[config.mk]
export PLATFORM = sky130hd
export DESIGN_NAME = shcp_port
export DESIGN_NICKNAME = d
export VERILOG_FILES = /design/src/shcp_pkg.sv /design/src/shcp_link_if.sv /design/src/shcp_sync.sv /design/src/shcp_framer.sv /design/src/shcp_port.sv
export SDC_FILE = /design/constraint.sdc
export NUM_CORES = 1
export LEC_CHECK = 0
export BUFFER_PORTS_ARGS = -buffer_cell sky130_fd_sc_hd__buf_2
export CELL_PAD_IN_SITES_DETAIL_PLACEMENT = 0
export CELL_PAD_IN_SITES_GLOBAL_PLACEMENT = 1
export CORE_ASPECT_RATIO = 0.6
export CORE_MARGIN = 5
export CORE_UTILIZATION = 30
export DETAILED_ROUTE_END_ITERATION = 10
export PLACE_DENSITY_LB_ADDON = 0.1
export SYNTH_ARGS = -nofsm -noshare
export SYNTH_HDL_FRONTEND = slang
export SYNTH_SLANG_ARGS = --single-unit
[constraint.sdc]
create_clock -name clk_i -period 8.7 [get_ports clk_i]
set_clock_uncertainty 0.05 [all_clocks]
set_input_delay 0.435 -clock clk_i [delete_from_list [all_inputs] [get_ports clk_i]]
set_output_delay 0.435 -clock clk_i [all_outputs]
set_load 0.005 [all_outputs]
[src/shcp_pkg.sv]
`default_nettype none
package shcp_pkg;
	localparam int NCH      = 4;
	localparam int EDGE_MIN = 8;
	localparam int EDGE_RST = 16;
	localparam int GCI_FS   = 2;

	// ----------------------------------------
	// opcodes (bit 0 set = read of the pair)
	// ----------------------------------------
	localparam logic [7:0] OP_DEACT   = 8'h00;
	localparam logic [7:0] OP_SRST    = 8'h02;
	localparam logic [7:0] OP_HRST    = 8'h04;
	localparam logic [7:0] OP_NOP     = 8'h06;
	localparam logic [7:0] OP_ACT     = 8'h0e;
	localparam logic [7:0] OP_TTS     = 8'h40;
	localparam logic [7:0] OP_RTS     = 8'h42;
	localparam logic [7:0] OP_CSLOT   = 8'h44;
	localparam logic [7:0] OP_CFG     = 8'h46;
	localparam logic [7:0] OP_ENMODE  = 8'h4a;
	localparam logic [7:0] OP_RTD     = 8'h4d;
	localparam logic [7:0] OP_RTD_CLR = 8'h4f;
	localparam logic [7:0] OP_LIO     = 8'h52;
	localparam logic [7:0] OP_MASK    = 8'h6c;
	localparam logic [7:0] OP_REV     = 8'h73;
	localparam logic [7:0] OP_TRANSMIT_SAMPLE_READBACK    = 8'hcd;

	// ----------------------------------------
	// reset values and field positions
	// ----------------------------------------
	localparam logic [31:0] TS_RST     = 32'h03020100;
	localparam logic [7:0]  CSLOT_RST  = 8'h00;
	localparam logic [7:0]  CFG_RST    = 8'h00;
	localparam logic [7:0]  ENMODE_RST = 8'h00;
	localparam logic [7:0]  MASK_RST   = 8'h00;
	localparam logic [7:0]  LIO_RST    = 8'h00;
	localparam int          EC_LSB     = 0;

	typedef enum logic [1:0] {
		SHCP_S_CMD = 2'b00,
		SHCP_S_WR  = 2'b01,
		SHCP_S_RD  = 2'b10
	} shcp_seq_t;

	typedef enum logic [1:0] {
		SHCP_K_NONE = 2'b00,
		SHCP_K_WR   = 2'b01,
		SHCP_K_RD   = 2'b10
	} shcp_kind_t;
endpackage
`default_nettype wire

[src/shcp_link_if.sv]
`default_nettype none
interface shcp_link_if;
	logic       cs_n;
	logic       host_shift_clock;
	logic       serial_data_line;
	logic       fs;
	logic       tx_en;
	logic [7:0] tx_byte;
	logic       byte_vld;
	logic [7:0] byte_data;
	logic       overlong;
	logic       gci_req;
	logic       sdo;
	logic       sdo_oe;
	modport framer (input cs_n, host_shift_clock, serial_data_line, fs, tx_en, tx_byte,
		output byte_vld, byte_data, overlong, gci_req, sdo, sdo_oe);
	modport seq (output cs_n, host_shift_clock, serial_data_line, fs, tx_en, tx_byte,
		input byte_vld, byte_data, overlong, gci_req, sdo, sdo_oe);
endinterface
`default_nettype wire

[src/shcp_sync.sv]
`default_nettype none
module shcp_sync #(
	parameter int W = 1
) (
	input  wire logic         clk_i,
	input  wire logic         rst_i,
	input  wire logic [W-1:0] d_i,
	output var  logic [W-1:0] q_o
);
	typedef struct packed {
		logic [W-1:0] s2;
		logic [W-1:0] s1;
	} shcp_sync_t;

	shcp_sync_t q, n;

	always_comb
	begin
		n.s1 = d_i;
		n.s2 = q.s1;
	end

	always_ff @(posedge clk_i or posedge rst_i)
	begin
		if (rst_i)
			q <= '0;
		else
			q <= n;
	end

	assign q_o = q.s2;
endmodule
`default_nettype wire

[src/shcp_framer.sv]
`default_nettype none
module shcp_framer
	import shcp_pkg::*;
(
	input  wire logic clk_i,
	input  wire logic rst_i,
	shcp_link_if.framer lk
);
	typedef struct packed {
		logic [4:0] cnt;
		logic       tog;
		logic [1:0] fs_cnt;
		logic       cs_p;
		logic       host_shift_clock_p;
		logic       fs_p;
		logic [7:0] shift;
		logic [7:0] tx_sh;
		logic       sdo;
		logic       oe;
		logic       vld;
		logic [7:0] data;
		logic       ovl;
		logic       gci;
	} shcp_frm_t;

	shcp_frm_t q, n;
	logic cs_fall, cs_rise, rise, fall, fs_rise;

	assign cs_fall = q.cs_p & ~lk.cs_n;
	assign cs_rise = ~q.cs_p & lk.cs_n;
	assign rise    = lk.host_shift_clock & ~q.host_shift_clock_p;
	assign fall    = ~lk.host_shift_clock & q.host_shift_clock_p;
	assign fs_rise = lk.fs & ~q.fs_p;

	always_comb
	begin
		n = q;
		n.vld = 1'b0;
		n.ovl = 1'b0;
		n.gci = 1'b0;
		n.cs_p = lk.cs_n;
		n.host_shift_clock_p = lk.host_shift_clock;
		n.fs_p = lk.fs;
		if (cs_fall)
		begin
			n.cnt = 5'h00;
			n.tog = 1'b0;
			n.fs_cnt = 2'h0;
			n.tx_sh = lk.tx_byte;
			n.sdo = lk.tx_byte[7];
			n.oe = lk.tx_en;
		end
		else if (!lk.cs_n)
		begin
			if (rise)
			begin
				n.shift = {q.shift[6:0], lk.serial_data_line};
				if (q.cnt != 5'(EDGE_RST))
					n.cnt = q.cnt + 5'h01;
				if (q.cnt == 5'(EDGE_RST - 1))
					n.ovl = 1'b1;
			end
			if (lk.host_shift_clock != q.host_shift_clock_p)
				n.tog = 1'b1;
			if (fall && q.oe && q.cnt != 5'h00)
			begin
				n.tx_sh = {q.tx_sh[6:0], 1'b0};
				n.sdo = q.tx_sh[6];
			end
			// a toggling clock in the same cycle still counts as activity
			if (fs_rise && !q.tog && lk.host_shift_clock == q.host_shift_clock_p && q.fs_cnt != 2'(GCI_FS))
			begin
				n.fs_cnt = q.fs_cnt + 2'h1;
				if (q.fs_cnt == 2'(GCI_FS - 1))
					n.gci = 1'b1;
			end
		end
		if (cs_rise)
		begin
			n.oe = 1'b0;
			n.data = q.shift;
			n.vld = q.cnt >= 5'(EDGE_MIN) && q.cnt < 5'(EDGE_RST);
		end
	end

	always_ff @(posedge clk_i or posedge rst_i)
	begin
		if (rst_i)
			q <= '{cs_p: 1'b1, default: '0};
		else
			q <= n;
	end

	assign lk.byte_vld  = q.vld;
	assign lk.byte_data = q.data;
	assign lk.overlong  = q.ovl;
	assign lk.gci_req   = q.gci;
	assign lk.sdo       = q.sdo;
	assign lk.sdo_oe    = q.oe;

	// ----------------------------------------
	// checks
	// ----------------------------------------
	property p_short_frame;
		@(posedge clk_i) disable iff (rst_i)
		(cs_rise && q.cnt < 5'(EDGE_MIN)) |=> !q.vld;
	endproperty
	a_short_frame: assert property (p_short_frame) else $error("short frame accepted");

	property p_last_eight;
		@(posedge clk_i) disable iff (rst_i)
		(cs_rise && q.cnt >= 5'(EDGE_MIN) && q.cnt < 5'(EDGE_RST))
			|=> (q.vld && q.data == $past(q.shift));
	endproperty
	a_last_eight: assert property (p_last_eight) else $error("byte not taken");

	property p_early_bit;
		@(posedge clk_i) disable iff (rst_i)
		(cs_fall && lk.tx_en) |=> (q.oe && q.sdo == $past(lk.tx_byte[7]));
	endproperty
	a_early_bit: assert property (p_early_bit) else $error("msb not driven");

	property p_idle_clock;
		@(posedge clk_i) disable iff (rst_i)
		(lk.cs_n && q.cs_p) |=> ($stable(q.cnt) && $stable(q.shift) && !q.vld);
	endproperty
	a_idle_clock: assert property (p_idle_clock) else $error("state moved while deselected");

	c_overlong: cover property (@(posedge clk_i) disable iff (rst_i) q.ovl);
	c_gci: cover property (@(posedge clk_i) disable iff (rst_i) q.gci);
endmodule
`default_nettype wire

[src/shcp_port.sv]
`default_nettype none
module shcp_port
	import shcp_pkg::*;
#(
	parameter logic [7:0] REVISION   = 8'h01, // arbitrary value
	parameter logic [3:0] COEF_BYTES = 4'h1
) (
	input  wire logic            clk_i,
	input  wire logic            rst_i,
	input  wire logic            cs_n_i,
	input  wire logic            host_shift_clock_i,
	input  wire logic            serial_data_line_i,
	output var  logic            serial_data_line_o,
	output var  logic            serial_data_line_oe_o,
	input  wire logic            frame_sync_pulse_i,
	input  wire logic [7:0]      realtime_line_state_i,
	input  wire logic [NCH*8-1:0] line_interface_in_i,
	input  wire logic [NCH*8-1:0] tx_sample_i,
	input  wire logic [7:0]      ext_rd_data_i,
	output var  logic [NCH*8-1:0] tx_slot_o,
	output var  logic [NCH*8-1:0] rx_slot_o,
	output var  logic [NCH*8-1:0] clock_slot_o,
	output var  logic [NCH*8-1:0] line_interface_out_o,
	output var  logic [7:0]      config_o,
	output var  logic [NCH-1:0]  channel_select_bits_o,
	output var  logic [7:0]      op_mode_o,
	output var  logic [7:0]      line_state_irq_mask_o,
	output var  logic [NCH-1:0]  chan_active_o,
	output var  logic            gci_mode_o,
	output var  logic            irq_o,
	output var  logic            hw_reset_o,
	output var  logic            soft_reset_o,
	output var  logic            ext_wr_o,
	output var  logic            ext_rd_o,
	output var  logic [7:0]      ext_op_o,
	output var  logic [7:0]      ext_data_o
);
	// ----------------------------------------
	// state
	// ----------------------------------------
	typedef struct packed {
		shcp_seq_t           st;
		logic [7:0]          op;
		logic [3:0]          rem;
		logic [7:0]          tx;
		logic [NCH-1:0][7:0] tts;
		logic [NCH-1:0][7:0] rts;
		logic [NCH-1:0][7:0] cslot;
		logic [NCH-1:0][7:0] lio;
		logic [7:0]          cfg;
		logic [7:0]          enmode;
		logic [7:0]          mask;
		logic [7:0]          ls_prev;
		logic [NCH-1:0]      act;
		logic                gci;
		logic                irq;
		logic                hrst;
		logic                srst;
		logic                ewr;
		logic                erd;
		logic [7:0]          edata;
	} shcp_core_t;

	function automatic shcp_core_t core_reset();
		shcp_core_t c;
		c = '0;
		c.st = SHCP_S_CMD;
		c.tts = TS_RST;
		c.rts = TS_RST;
		c.cslot = {NCH{CSLOT_RST}};
		c.lio = {NCH{LIO_RST}};
		c.cfg = CFG_RST;
		c.enmode = ENMODE_RST;
		c.mask = MASK_RST;
		return c;
	endfunction

	localparam shcp_core_t CORE_RST = core_reset();

	// ----------------------------------------
	// decode helpers
	// ----------------------------------------
	function automatic logic [1:0] first_ch(input logic [NCH-1:0] en);
		first_ch = 2'h0;
		for (int i = NCH - 1; i >= 0; i--)
			if (en[i])
				first_ch = 2'(i);
	endfunction

	function automatic shcp_kind_t op_kind(input logic [7:0] b);
		case ({b[7:1], 1'b0})
			OP_TTS, OP_RTS, OP_CSLOT, OP_CFG, OP_ENMODE, OP_LIO, OP_MASK,
			8'h50, 8'h54, 8'h60, 8'h70, 8'h80, 8'h82, 8'h84, 8'h86, 8'h88,
			8'h8a, 8'h96, 8'h98, 8'h9a, 8'hc8, 8'he8:
				op_kind = b[0] ? SHCP_K_RD : SHCP_K_WR;
			default:
				op_kind = (b == OP_RTD || b == OP_RTD_CLR || b == OP_REV || b == OP_TRANSMIT_SAMPLE_READBACK)
					? SHCP_K_RD : SHCP_K_NONE;
		endcase
	endfunction

	function automatic logic is_local(input logic [7:0] b);
		case ({b[7:1], 1'b0})
			OP_TTS, OP_RTS, OP_CSLOT, OP_CFG, OP_ENMODE, OP_LIO, OP_MASK:
				is_local = 1'b1;
			default:
				is_local = b == OP_RTD || b == OP_RTD_CLR || b == OP_REV || b == OP_TRANSMIT_SAMPLE_READBACK;
		endcase
	endfunction

	// coefficient blocks are handed to the datapath byte by byte
	function automatic logic [3:0] data_len(input logic [7:0] b);
		data_len = (b[7] && b[7:4] != 4'hc && b[7:4] != 4'he) ? COEF_BYTES : 4'h1;
	endfunction

	// ----------------------------------------
	// pin synchronisers and framer
	// ----------------------------------------
	shcp_link_if lk ();
	logic [4+8+NCH*8-1:0] sy;
	logic [7:0]           ls;
	logic [NCH*8-1:0]     li;

	shcp_sync #(.W(4 + 8 + NCH * 8)) u_sync (
		.clk_i (clk_i),
		.rst_i (rst_i),
		.d_i   ({~cs_n_i, host_shift_clock_i, serial_data_line_i, frame_sync_pulse_i,
			realtime_line_state_i, line_interface_in_i}),
		.q_o   (sy)
	);

	assign lk.cs_n = ~sy[4+8+NCH*8-1]; // inverted: cleared flops read as deselected
	assign lk.host_shift_clock = sy[4+8+NCH*8-2];
	assign lk.serial_data_line  = sy[4+8+NCH*8-3];
	assign lk.fs   = sy[4+8+NCH*8-4];
	assign ls      = sy[8+NCH*8-1 -: 8];
	assign li      = sy[NCH*8-1:0];

	shcp_framer u_framer (
		.clk_i (clk_i),
		.rst_i (rst_i),
		.lk    (lk)
	);

	shcp_core_t q, n;
	logic [NCH-1:0] en;
	logic [1:0]     ch;
	logic [7:0]     b;
	logic           take;
	logic           irq_set;
	logic           irq_clr;
	logic           hw;

	assign en = q.enmode[EC_LSB +: NCH];
	assign ch = first_ch(en);
	assign b = lk.byte_data;
	// the host port takes no more bytes once gci mode is taken; an overlong frame still resets
	assign take = lk.byte_vld && !q.gci;
	assign lk.tx_en = q.st == SHCP_S_RD;
	assign lk.tx_byte = q.tx;

	// ----------------------------------------
	// command sequencer
	// ----------------------------------------
	always_comb
	begin
		n = q;
		n.hrst = 1'b0;
		n.srst = 1'b0;
		n.ewr = 1'b0;
		n.erd = 1'b0;
		irq_clr = 1'b0;
		hw = lk.overlong;
		case (q.op)
			OP_TTS | 8'h01:    n.tx = q.tts[ch];
			OP_RTS | 8'h01:    n.tx = q.rts[ch];
			OP_CSLOT | 8'h01:  n.tx = q.cslot[ch];
			OP_CFG | 8'h01:    n.tx = q.cfg;
			OP_ENMODE | 8'h01: n.tx = q.enmode;
			OP_LIO | 8'h01:    n.tx = li[{ch, 3'h0} +: 8];
			OP_MASK | 8'h01:   n.tx = q.mask;
			OP_RTD, OP_RTD_CLR: n.tx = ls;
			OP_REV:            n.tx = REVISION;
			OP_TRANSMIT_SAMPLE_READBACK:           n.tx = tx_sample_i[{ch, 3'h0} +: 8];
			default:           n.tx = ext_rd_data_i;
		endcase
		if (take)
		begin
			case (q.st)
				SHCP_S_CMD:
				begin
					n.op = b;
					n.rem = data_len(b);
					case (op_kind(b))
						SHCP_K_RD:
						begin
							n.st = SHCP_S_RD;
							irq_clr = b == OP_RTD_CLR;
						end
						SHCP_K_WR: n.st = SHCP_S_WR;
						default:
						begin
							case (b)
								OP_DEACT: n.act = q.act & ~en;
								OP_ACT:   n.act = q.act | en;
								OP_SRST:
								begin
									n.srst = 1'b1;
									n.act = q.act & ~en;
									for (int i = 0; i < NCH; i++)
										if (en[i])
											n.lio[i] = LIO_RST;
								end
								OP_HRST: hw = 1'b1;
								default: ;
							endcase
						end
					endcase
				end
				SHCP_S_WR:
				begin
					n.rem = q.rem - 4'h1;
					if (q.rem == 4'h1)
						n.st = SHCP_S_CMD;
					// full bytes stored; unused bits are the host's care
					case (q.op)
						OP_CFG:    n.cfg = b;
						OP_ENMODE: n.enmode = b;
						OP_MASK:   n.mask = b;
						OP_TTS, OP_RTS, OP_CSLOT, OP_LIO:
						begin
							for (int i = 0; i < NCH; i++)
								if (en[i])
								begin
									if (q.op == OP_TTS)
										n.tts[i] = b;
									if (q.op == OP_RTS)
										n.rts[i] = b;
									if (q.op == OP_CSLOT)
										n.cslot[i] = b;
									if (q.op == OP_LIO)
										n.lio[i] = b;
								end
						end
						default:
						begin
							n.ewr = 1'b1;
							n.edata = b;
						end
					endcase
				end
				SHCP_S_RD:
				begin
					n.rem = q.rem - 4'h1;
					n.erd = !is_local(q.op);
					if (q.rem == 4'h1)
						n.st = SHCP_S_CMD;
				end
				default: n.st = SHCP_S_CMD;
			endcase
		end
		// a change landing with the clear keeps the interrupt pending
		irq_set = |((ls ^ q.ls_prev) & ~q.mask);
		n.irq = irq_set | (q.irq & ~irq_clr);
		n.ls_prev = ls;
		if (lk.gci_req)
			n.gci = 1'b1;
		if (hw)
		begin
			n = CORE_RST;
			n.hrst = 1'b1;
			n.ls_prev = ls;
		end
	end

	always_ff @(posedge clk_i or posedge rst_i)
	begin
		if (rst_i)
			q <= CORE_RST;
		else
			q <= n;
	end

	// ----------------------------------------
	// outputs
	// ----------------------------------------
	assign serial_data_line_o    = lk.sdo;
	assign serial_data_line_oe_o = lk.sdo_oe;
	assign tx_slot_o             = q.tts;
	assign rx_slot_o             = q.rts;
	assign clock_slot_o          = q.cslot;
	assign line_interface_out_o  = q.lio;
	assign config_o              = q.cfg;
	assign channel_select_bits_o = en;
	assign op_mode_o             = q.enmode;
	assign line_state_irq_mask_o = q.mask;
	assign chan_active_o         = q.act;
	assign gci_mode_o            = q.gci;
	assign irq_o                 = q.irq;
	assign hw_reset_o            = q.hrst;
	assign soft_reset_o          = q.srst;
	assign ext_wr_o              = q.ewr;
	assign ext_rd_o              = q.erd;
	assign ext_op_o              = q.op;
	assign ext_data_o            = q.edata;

	// ----------------------------------------
	// checks
	// ----------------------------------------
	property p_ovl_reset;
		@(posedge clk_i) disable iff (rst_i)
		lk.overlong |=> (hw_reset_o && q.st == SHCP_S_CMD && q.tts == TS_RST);
	endproperty
	a_ovl_reset: assert property (p_ovl_reset) else $error("overlong frame kept state");

	property p_read_hold;
		@(posedge clk_i) disable iff (rst_i)
		(q.st == SHCP_S_RD && take && q.rem > 4'h1) |=> (q.st == SHCP_S_RD);
	endproperty
	a_read_hold: assert property (p_read_hold) else $error("read cut short");

	property p_write_end;
		@(posedge clk_i) disable iff (rst_i)
		(q.st == SHCP_S_WR && take && q.rem == 4'h1 && !lk.overlong) |=> (q.st == SHCP_S_CMD);
	endproperty
	a_write_end: assert property (p_write_end) else $error("write not closed");

	property p_broadcast;
		@(posedge clk_i) disable iff (rst_i)
		(q.st == SHCP_S_WR && take && q.op == OP_TTS && !lk.overlong)
			|=> (!$past(en[3]) || q.tts[3] == $past(b)) && (!$past(en[0]) || q.tts[0] == $past(b));
	endproperty
	a_broadcast: assert property (p_broadcast) else $error("enabled channel missed");

	property p_rtd_clear;
		@(posedge clk_i) disable iff (rst_i)
		(q.st == SHCP_S_CMD && take && b == OP_RTD_CLR && !lk.overlong)
			|=> (q.st == SHCP_S_RD && q.rem == 4'h1) ##1 (q.tx == $past(ls));
	endproperty
	a_rtd_clear: assert property (p_rtd_clear) else $error("realtime read wrong");

	property p_gci;
		@(posedge clk_i) disable iff (rst_i)
		(lk.gci_req && !lk.overlong) |=> gci_mode_o ##1 gci_mode_o;
	endproperty
	a_gci: assert property (p_gci) else $error("gci not taken");

	property p_reserved;
		@(posedge clk_i) disable iff (rst_i)
		(q.st == SHCP_S_CMD && take && op_kind(b) == SHCP_K_NONE && b[7:4] != 4'h0 && !lk.overlong)
			|=> (q.st == SHCP_S_CMD && $stable(q.enmode) && $stable(q.act));
	endproperty
	a_reserved: assert property (p_reserved) else $error("reserved opcode acted");

	property p_soft_reset;
		@(posedge clk_i) disable iff (rst_i)
		(q.st == SHCP_S_CMD && take && b == OP_SRST && !lk.overlong)
			|=> (soft_reset_o && (q.act & $past(en)) == '0 && $stable(q.tts));
	endproperty
	a_soft_reset: assert property (p_soft_reset) else $error("soft reset wrong");

	c_read_done: cover property (@(posedge clk_i) disable iff (rst_i)
		q.st == SHCP_S_RD && take && q.rem == 4'h1);
	c_write_done: cover property (@(posedge clk_i) disable iff (rst_i)
		q.st == SHCP_S_WR && take);
	c_irq: cover property (@(posedge clk_i) disable iff (rst_i) irq_set);
endmodule
`default_nettype wire

Yosys cells after proc, flatten, opt, wreduce, memory -nomap -nowiden
Cells that the tools add are included.
{"block": "op_classes", "addsub": 3, "order_cmp": 3, "n_eq_ne": 81, "n_shift": 2, "n_mux": 98, "bitwise": 21, "n_reduce_logical": 82}
{"cell": "8-bit two-way mux", "count": 38}
{"cell": "200-bit two-way mux", "count": 1}
{"cell": "8-bit by 7-bit equality test with 1-bit output, second input constant", "count": 20}
{"cell": "152-bit two-way mux", "count": 1}
{"cell": "128-bit two-way mux", "count": 1}
{"cell": "7-bit by 6-bit equality test with 1-bit output, second input constant", "count": 18}
{"cell": "96-bit two-way mux", "count": 1}
{"cell": "8-bit one-hot mux with 10 select lines", "count": 1}
{"cell": "7-bit equality test, second input constant", "count": 11}
{"cell": "32-bit two-way mux", "count": 2}
{"cell": "32-bit one-hot mux with 2 select lines", "count": 1}
{"cell": "32-bit by 6-bit variable part select with 8-bit output", "count": 2}
{"cell": "5-bit AND reduction", "count": 12}
{"cell": "8-bit binary-select mux with 2-bit select", "count": 3}
{"cell": "2-bit nonzero test", "count": 22}
{"cell": "8-bit AND reduction", "count": 4}
{"cell": "3-bit inequality test, second input constant", "count": 10}
{"cell": "2-bit two-way mux", "count": 13}
{"cell": "24-bit two-way mux", "count": 1}
{"cell": "1-bit two-way mux", "count": 23}
{"cell": "22-bit OR reduction", "count": 1}
{"cell": "3-bit AND reduction", "count": 7}
{"cell": "8-bit equality test, second input constant", "count": 2}
{"cell": "4-bit one-hot mux with 2 select lines", "count": 2}
{"cell": "other kinds (49)", "count": 93}
{"block": "word_totals", "ff_bits": 327, "input_bits": 86, "output_inout_bits": 184, "wordCells": 338}

Logic depth before layout (Yosys ltp)
{"block": "logic_depth", "depth_word": 16, "depth_mapped": 12, "ltp_nobuf": 10}

Modules after synthesis
Synthesis repeated with hierarchy kept, for this count alone.
{"block": "unflattened", "hier_cells": 1465, "area_unflattened_um2": 15407.3}
{"module": "shcp_port", "instances": 1, "cells_each": 1212, "area_per_inst_um2": 11270.8, "seq_area_each_um2": 5014.8}
{"module": "shcp_sync", "instances": 1, "cells_each": 89, "area_per_inst_um2": 2205.9, "seq_area_each_um2": 2202.1}
{"module": "shcp_framer", "instances": 1, "cells_each": 164, "area_per_inst_um2": 1930.6, "seq_area_each_um2": 977.2}

Worst setup path before layout
No wires, ideal clock.
{"block": "synth_path", "path_type": "reg-to-reg", "start": "reg q[198] (netlist name)", "end": "reg q (netlist bit tx_slot_o[16])", "setup_time_ns": 0.125, "t_arrival_ns": 2.208, "required_ns": 8.525, "path_slack_ns": 6.317, "path_stages_with_launch": 12, "path_buffers": 2, "synth_period_minus_slack_ns": 2.383, "cell_sequence": "dfrtp_1 inv_1 ha_1 clkbuf_2 nand3b_2 nor4b_1 a31oi_1 inv_1 buf_2 a21oi_1 nor2_4 mux2_2"}
{"block": "synth_via", "elab_chain_cells": 5, "elab_cells_between_ends": 11, "cone_classes": "eq/ne: 1; mux: 3; reduce/logical: 7"}
{"item": "start: declaration", "line_no": "shcp_port.sv:145", "source": "shcp_core_t q, n;"}
{"item": "start signal: assignment", "line_no": "shcp_port.sv:281", "source": "q <= n;"}
{"item": "2-bit zero test", "line_no": "shcp_port.sv:189", "source": "case (q.st)"}
{"item": "1-bit two-way mux", "line_no": "shcp_port.sv:189"}
{"item": "1-bit two-way mux", "line_no": "shcp_port.sv:187", "source": "if (take)"}
{"item": "2-bit nonzero test (no source line)"}
{"item": "5-bit AND reduction (no source line)"}
Parallel ways exist; a longest one is shown, timed or not.
A chain may end at the register's enable or synchronous reset.

Worst setup path after layout
{"block": "layout_path", "start": "reg u_framer.q (netlist bit u_framer.lk.byte_data[0])", "end": "reg q (netlist bit tx_slot_o[10])"}
{"block": "layout_via", "elab_chain_cells": 15, "elab_cells_between_ends": 27, "cone_classes": "eq/ne: 7; mux: 10; reduce/logical: 10"}
{"item": "start: declaration", "line_no": "shcp_framer.sv:26", "source": "shcp_frm_t q, n;"}
{"item": "start signal: assignment", "line_no": "shcp_framer.sv:91", "source": "q <= n;"}
{"item": "8-bit by 7-bit equality test with 1-bit output", "line_no": "shcp_port.sv:97", "source": "op_kind = (b == OP_RTD || b == OP_RTD_CLR || b == OP_REV || b == OP_TRANSMIT_SAMPLE_READBACK)"}
{"item": "1-bit logical OR (3 in series)", "line_no": "shcp_port.sv:97"}
{"item": "2-bit two-way mux", "line_no": "shcp_port.sv:98", "source": "? SHCP_K_RD : SHCP_K_NONE;"}
{"item": "2-bit two-way mux", "line_no": "shcp_port.sv:91", "source": "case ({b[7:1], 1'b0})"}
{"item": "2-bit two-way mux", "line_no": "shcp_port.sv:189"}
{"item": "2-bit two-way mux", "line_no": "shcp_port.sv:187"}
{"item": "2-bit by 1-bit equality test with 1-bit output / 2-bit equality test (equally long branches)", "line_no": "shcp_port.sv:194", "source": "case (op_kind(b))"}
{"item": "2-bit OR reduction (no source line)"}
{"item": "1-bit two-way mux (*)", "line_no": "shcp_port.sv:194"}
{"item": "1-bit two-way mux (*)", "line_no": "shcp_port.sv:189"}
{"item": "1-bit two-way mux (*)", "line_no": "shcp_port.sv:187"}
{"item": "2-bit nonzero test (no source line)"}
{"item": "5-bit AND reduction (no source line)"}
Mark *: on every way between the ends. The rest lies on a longest branch, timed or not. The select of a mux whose other input is x is not followed.

==> results.sh <==
export IMPL_cts_num_sinks=327
export IMPL_rr_endpoint="tx_slot_o[10]$_DFFE_PP0P_"
export IMPL_synth_top_area_share_pct=51.3
export IMPL_die_area_sq_um=56600
export IMPL_synth_warnings=0
export IMPL_rsz0062_at_grt="false"
export IMPL_setup_viol=0
export IMPL_drt_iter0_markers=793
export IMPL_synth_seq_cells=327
export IMPL_ys_seq_area_share_pct=52.8
export IMPL_fin_crit_sh_pct=42.1
export IMPL_area_growth_pct=15.0
export IMPL_ys_top_cells_by_area="dfrtp_1 51%, buf_4 8.8%, mux2_2 6.1%"
export IMPL_r2r_cells=8
export IMPL_critPathCaptureType="flop"
export IMPL_syn_nets=1521
export IMPL_rows=64
export IMPL_cts_tree="yes"
export IMPL_crit_type="flop to flop"
export IMPL_clock_path_buffers=3
export IMPL_crit_path_cell_trace="nor3_1 -> nor4b_1 -> a31oi_4 -> inv_1 -> buf_4 -> a21oi_1 -> nor2_4 -> mux2_2"
export IMPL_grt_use_total_pct=19.2
export IMPL_wl_per_cell_um=24.4
export IMPL_slew_violations=0
export IMPL_portBuffers=269
export IMPL_final_area_sq_um=17900
export IMPL_vias_per_cell=4.93
export IMPL_worst_slew_pin_slew_ns=1.21
export IMPL_syn_area_sq_um=15500
export IMPL_synth_async_sr_flop_share_pct=100
export IMPL_fmax_mhz=273
export IMPL_crit_required_ns=9.06
export IMPL_grt_pass1_vias=11600
export IMPL_place_area_sq_um=16300
export IMPL_slowest_stage="dfrtp_1"
export IMPL_startpoint_type="flop"
export IMPL_finalHoldViolCount=0
export IMPL_finalNetCount=1644
export IMPL_outcome="finished, final reports clean"
export IMPL_drtPass1Iterations=5
export IMPL_drc=0
export IMPL_dr_total_vias=11200
export IMPL_max_cap_violations=0
export IMPL_routed_wl_um=55200
export IMPL_fin_crit_ns=3.66
export IMPL_clockRootBuffer="clkbuf_16"
export IMPL_clkTransAtPathRegs_ns=0.06
export IMPL_ys_types=83
export IMPL_die_w_um=304
export IMPL_vdd_drop_max_mv=0.100
export IMPL_grt_pass1_wl_um=81300
export IMPL_cp_arrival_ns=4.02
export IMPL_start_util_pct=30.4
export IMPL_cts_buffers=36
export IMPL_avgSynthCellArea_sq_um=10.9
export IMPL_gp_congestion=0.794
export IMPL_layout_commonest_cell="dfrtp_1"
export IMPL_crit_fanout=20
export IMPL_post_cts_buffers=0
export IMPL_grt_start_max_net_pins=73
export IMPL_layout_common_cells="318 x dfrtp_1, 269 x buf_2, 147 x nand2_1, 96 x o21ai_0, 84 x mux2_2"
export IMPL_synth_area_leader_cell="dfrtp_1"
export IMPL_power_density_nw_per_um2=191
export IMPL_grt_overflow=0
export IMPL_pin_count=270
export IMPL_drive_above_1_share_pct=30.4
export IMPL_hpwl_um=39600
export IMPL_rrSetupSlack_ns=5.04
export IMPL_min_path_type="input pin to asynchronous set/reset pin"
export IMPL_antenna_found_initial=2
export IMPL_leakagePower_nw=8.40
export IMPL_synthCells=1420
export IMPL_r2r_start="u_framer.lk.byte_data[0]$_DFFE_PP0P_"
export IMPL_fillers=5250
export IMPL_synth_edf_count=0
export IMPL_fin_setup_tns_ns=0
export IMPL_synthFlopType="dfrtp_1"
export IMPL_die_y_um=186
export IMPL_insertion_delay_ns=0.53
export IMPL_htreeDepth=2
export IMPL_coreArea_sq_um=51100
export IMPL_slew_headroom_pct=18.0
export IMPL_slowest_delay_ns=0.76
export IMPL_ant_nets=0
[routing by layer]
metal / vias up / track usage, % / share of wire (%)
met1: 5685 / 28.8 / 49
li1: 5128 / - / -
met4: 4 / 3.46 / 1.5
met5: - / 0 / 0.047
met2: 300 / 29.1 / 44
met3: 55 / 4.01 / 5.5
[synthesized netlist by cell type (4+ instances only)]
master / number
o21ai_0: 96
dfrtp_1: 318
buf_4: 181
nand3_1: 22
buf_6: 8
nor3_1: 13
nand2_1: 147
a21o_1: 12
nand3b_1: 9
and2_1: 8
nor2b_1: 21
o2111ai_1: 4
nor4b_1: 5
a221oi_1: 6
o32a_1: 4
and3_1: 11
a211oi_1: 12
nand4_1: 15
a21oi_1: 40
a21oi_2: 5
nor3b_1: 11
nand2b_1: 11
a222oi_1: 9
dfstp_2: 9
o22ai_1: 6
o31ai_1: 8
xnor2_1: 10
a22oi_1: 17
a2111oi_0: 6
clkbuf_1: 50
mux2i_1: 19
a32o_1: 13
a31oi_1: 5
o32ai_1: 5
nor2_1: 61
a22o_2: 4
nor2_4: 4
a22o_1: 23
mux2_2: 84
a32oi_1: 13
inv_1: 25
ha_1: 15
buf_2: 14
[layout make-up]
class                      count  area, sq um  share of cell area, %
tap                          693          867                   4.85
sequential                   327         8190                   45.9
clock buffer                  53         1050                   5.86
inverter                      25         97.6                  0.546
antenna                        1         2.50                 0.0140
multi-input combinational    812         5540                   31.0
clock inverter                12          120                  0.673
timing repair buffer         341         2000                   11.2
[worst max path at each step]
stage                                         start                      endpoint  slack [ns]  cells after the start
6_report       u_framer.lk.byte_data[0]$_DFFE_PP0P_     tx_slot_o[10]$_DFFE_PP0P_        5.04                      8
3_5_place_dp   u_framer.lk.byte_data[0]$_DFFE_PP0P_      tx_slot_o[9]$_DFFE_PP0P_        4.96                      8
2_1_floorplan                                 rst_i  chan_active_o[0]$_DFFE_PP0P_        3.86                      1
3_3_place_gp   u_framer.lk.byte_data[0]$_DFFE_PP0P_     tx_slot_o[10]$_DFFE_PP0P_        5.05                      8
4_1_cts        u_framer.lk.byte_data[0]$_DFFE_PP0P_     tx_slot_o[10]$_DFFE_PP0P_        4.95                      8
5_1_grt        u_framer.lk.byte_data[0]$_DFFE_PP0P_     tx_slot_o[10]$_DFFE_PP0P_        4.83                      8
[flip-flops by register name, summed over array words and instances, names as in the netlist, 4 cells and up]
name,count
u_sync.n,44
u_sync.q_o,44
clock_slot_o,32
line_interface_out_o,32
rx_slot_o,32
tx_slot_o,32
u_framer.q,26
q,14
config_o,8
ext_data_o,8
ext_op_o,8
line_state_irq_mask_o,8
lk.tx_byte,8
op_mode_o,8
u_framer.lk.byte_data,8
chan_active_o,4
[power breakdown]
| part | leakage, nW | switching (mW) | internal, mW |
|---|---|---|---|
| logic | 3.56 | 0.168 | 0.0812 |
| registers | 4.26 | 0.0461 | 1.57 |
| clock network | 0.576 | 0.649 | 0.897 |
| total | 8.40 | 0.863 | 2.55 |
[metrics by stage]
step | utilization [%] | setup WS, ns | instances | hold WS (ns) | power (mW)
detailed placement | 31.8 | 4.96 | 2154 | 0.285 | 1.88
finish | 35.0 | 5.04 | 2264 | 0.122 | 3.41
global route | 35.0 | 4.83 | 2263 | 0.132 | 3.56
global placement | 31.8 | 5.05 | 2154 | 0.281 | 1.88
floorplan | - | 3.86 | 1420 | 0.281 | 1.75
CTS | 35.0 | 4.95 | 2263 | 0.116 | 3.47
[worst max-delay path: cells and delay by family, from the launching register on]
family | cells | cell delay [ns]
buffers and inverters | 2 | 0.74
AO/OA/AOI/OAI | 2 | 0.26
flip-flops | 1 | 0.76
multiplexers | 1 | 0.37
AND/OR/NAND/NOR | 3 | 1.35
[what timing repair did]
item / 4_1_cts / 5_1_grt
endpoints found under the hold margin: 44 / 0
gates resized for setup: 0 / 0
setup endpoints to repair: 0 / 0
hold buffers: 44 / 0
[logic make-up (layout without fill, tap and decap cells)]
family          after synthesis  count (layout)  share of synthesized area, %
other cells                   0               1                             0
flops                       327             327                          52.8
buf+inv                     281             431                          11.7
mux                         103             103                          7.32
fa+ha+maj                    16              16                          1.27
xor+xnor                     12              12                         0.677
compound gates              314             314                          14.1
simple gates                367             367                          12.2
Power figures use the tool's default switching activity.
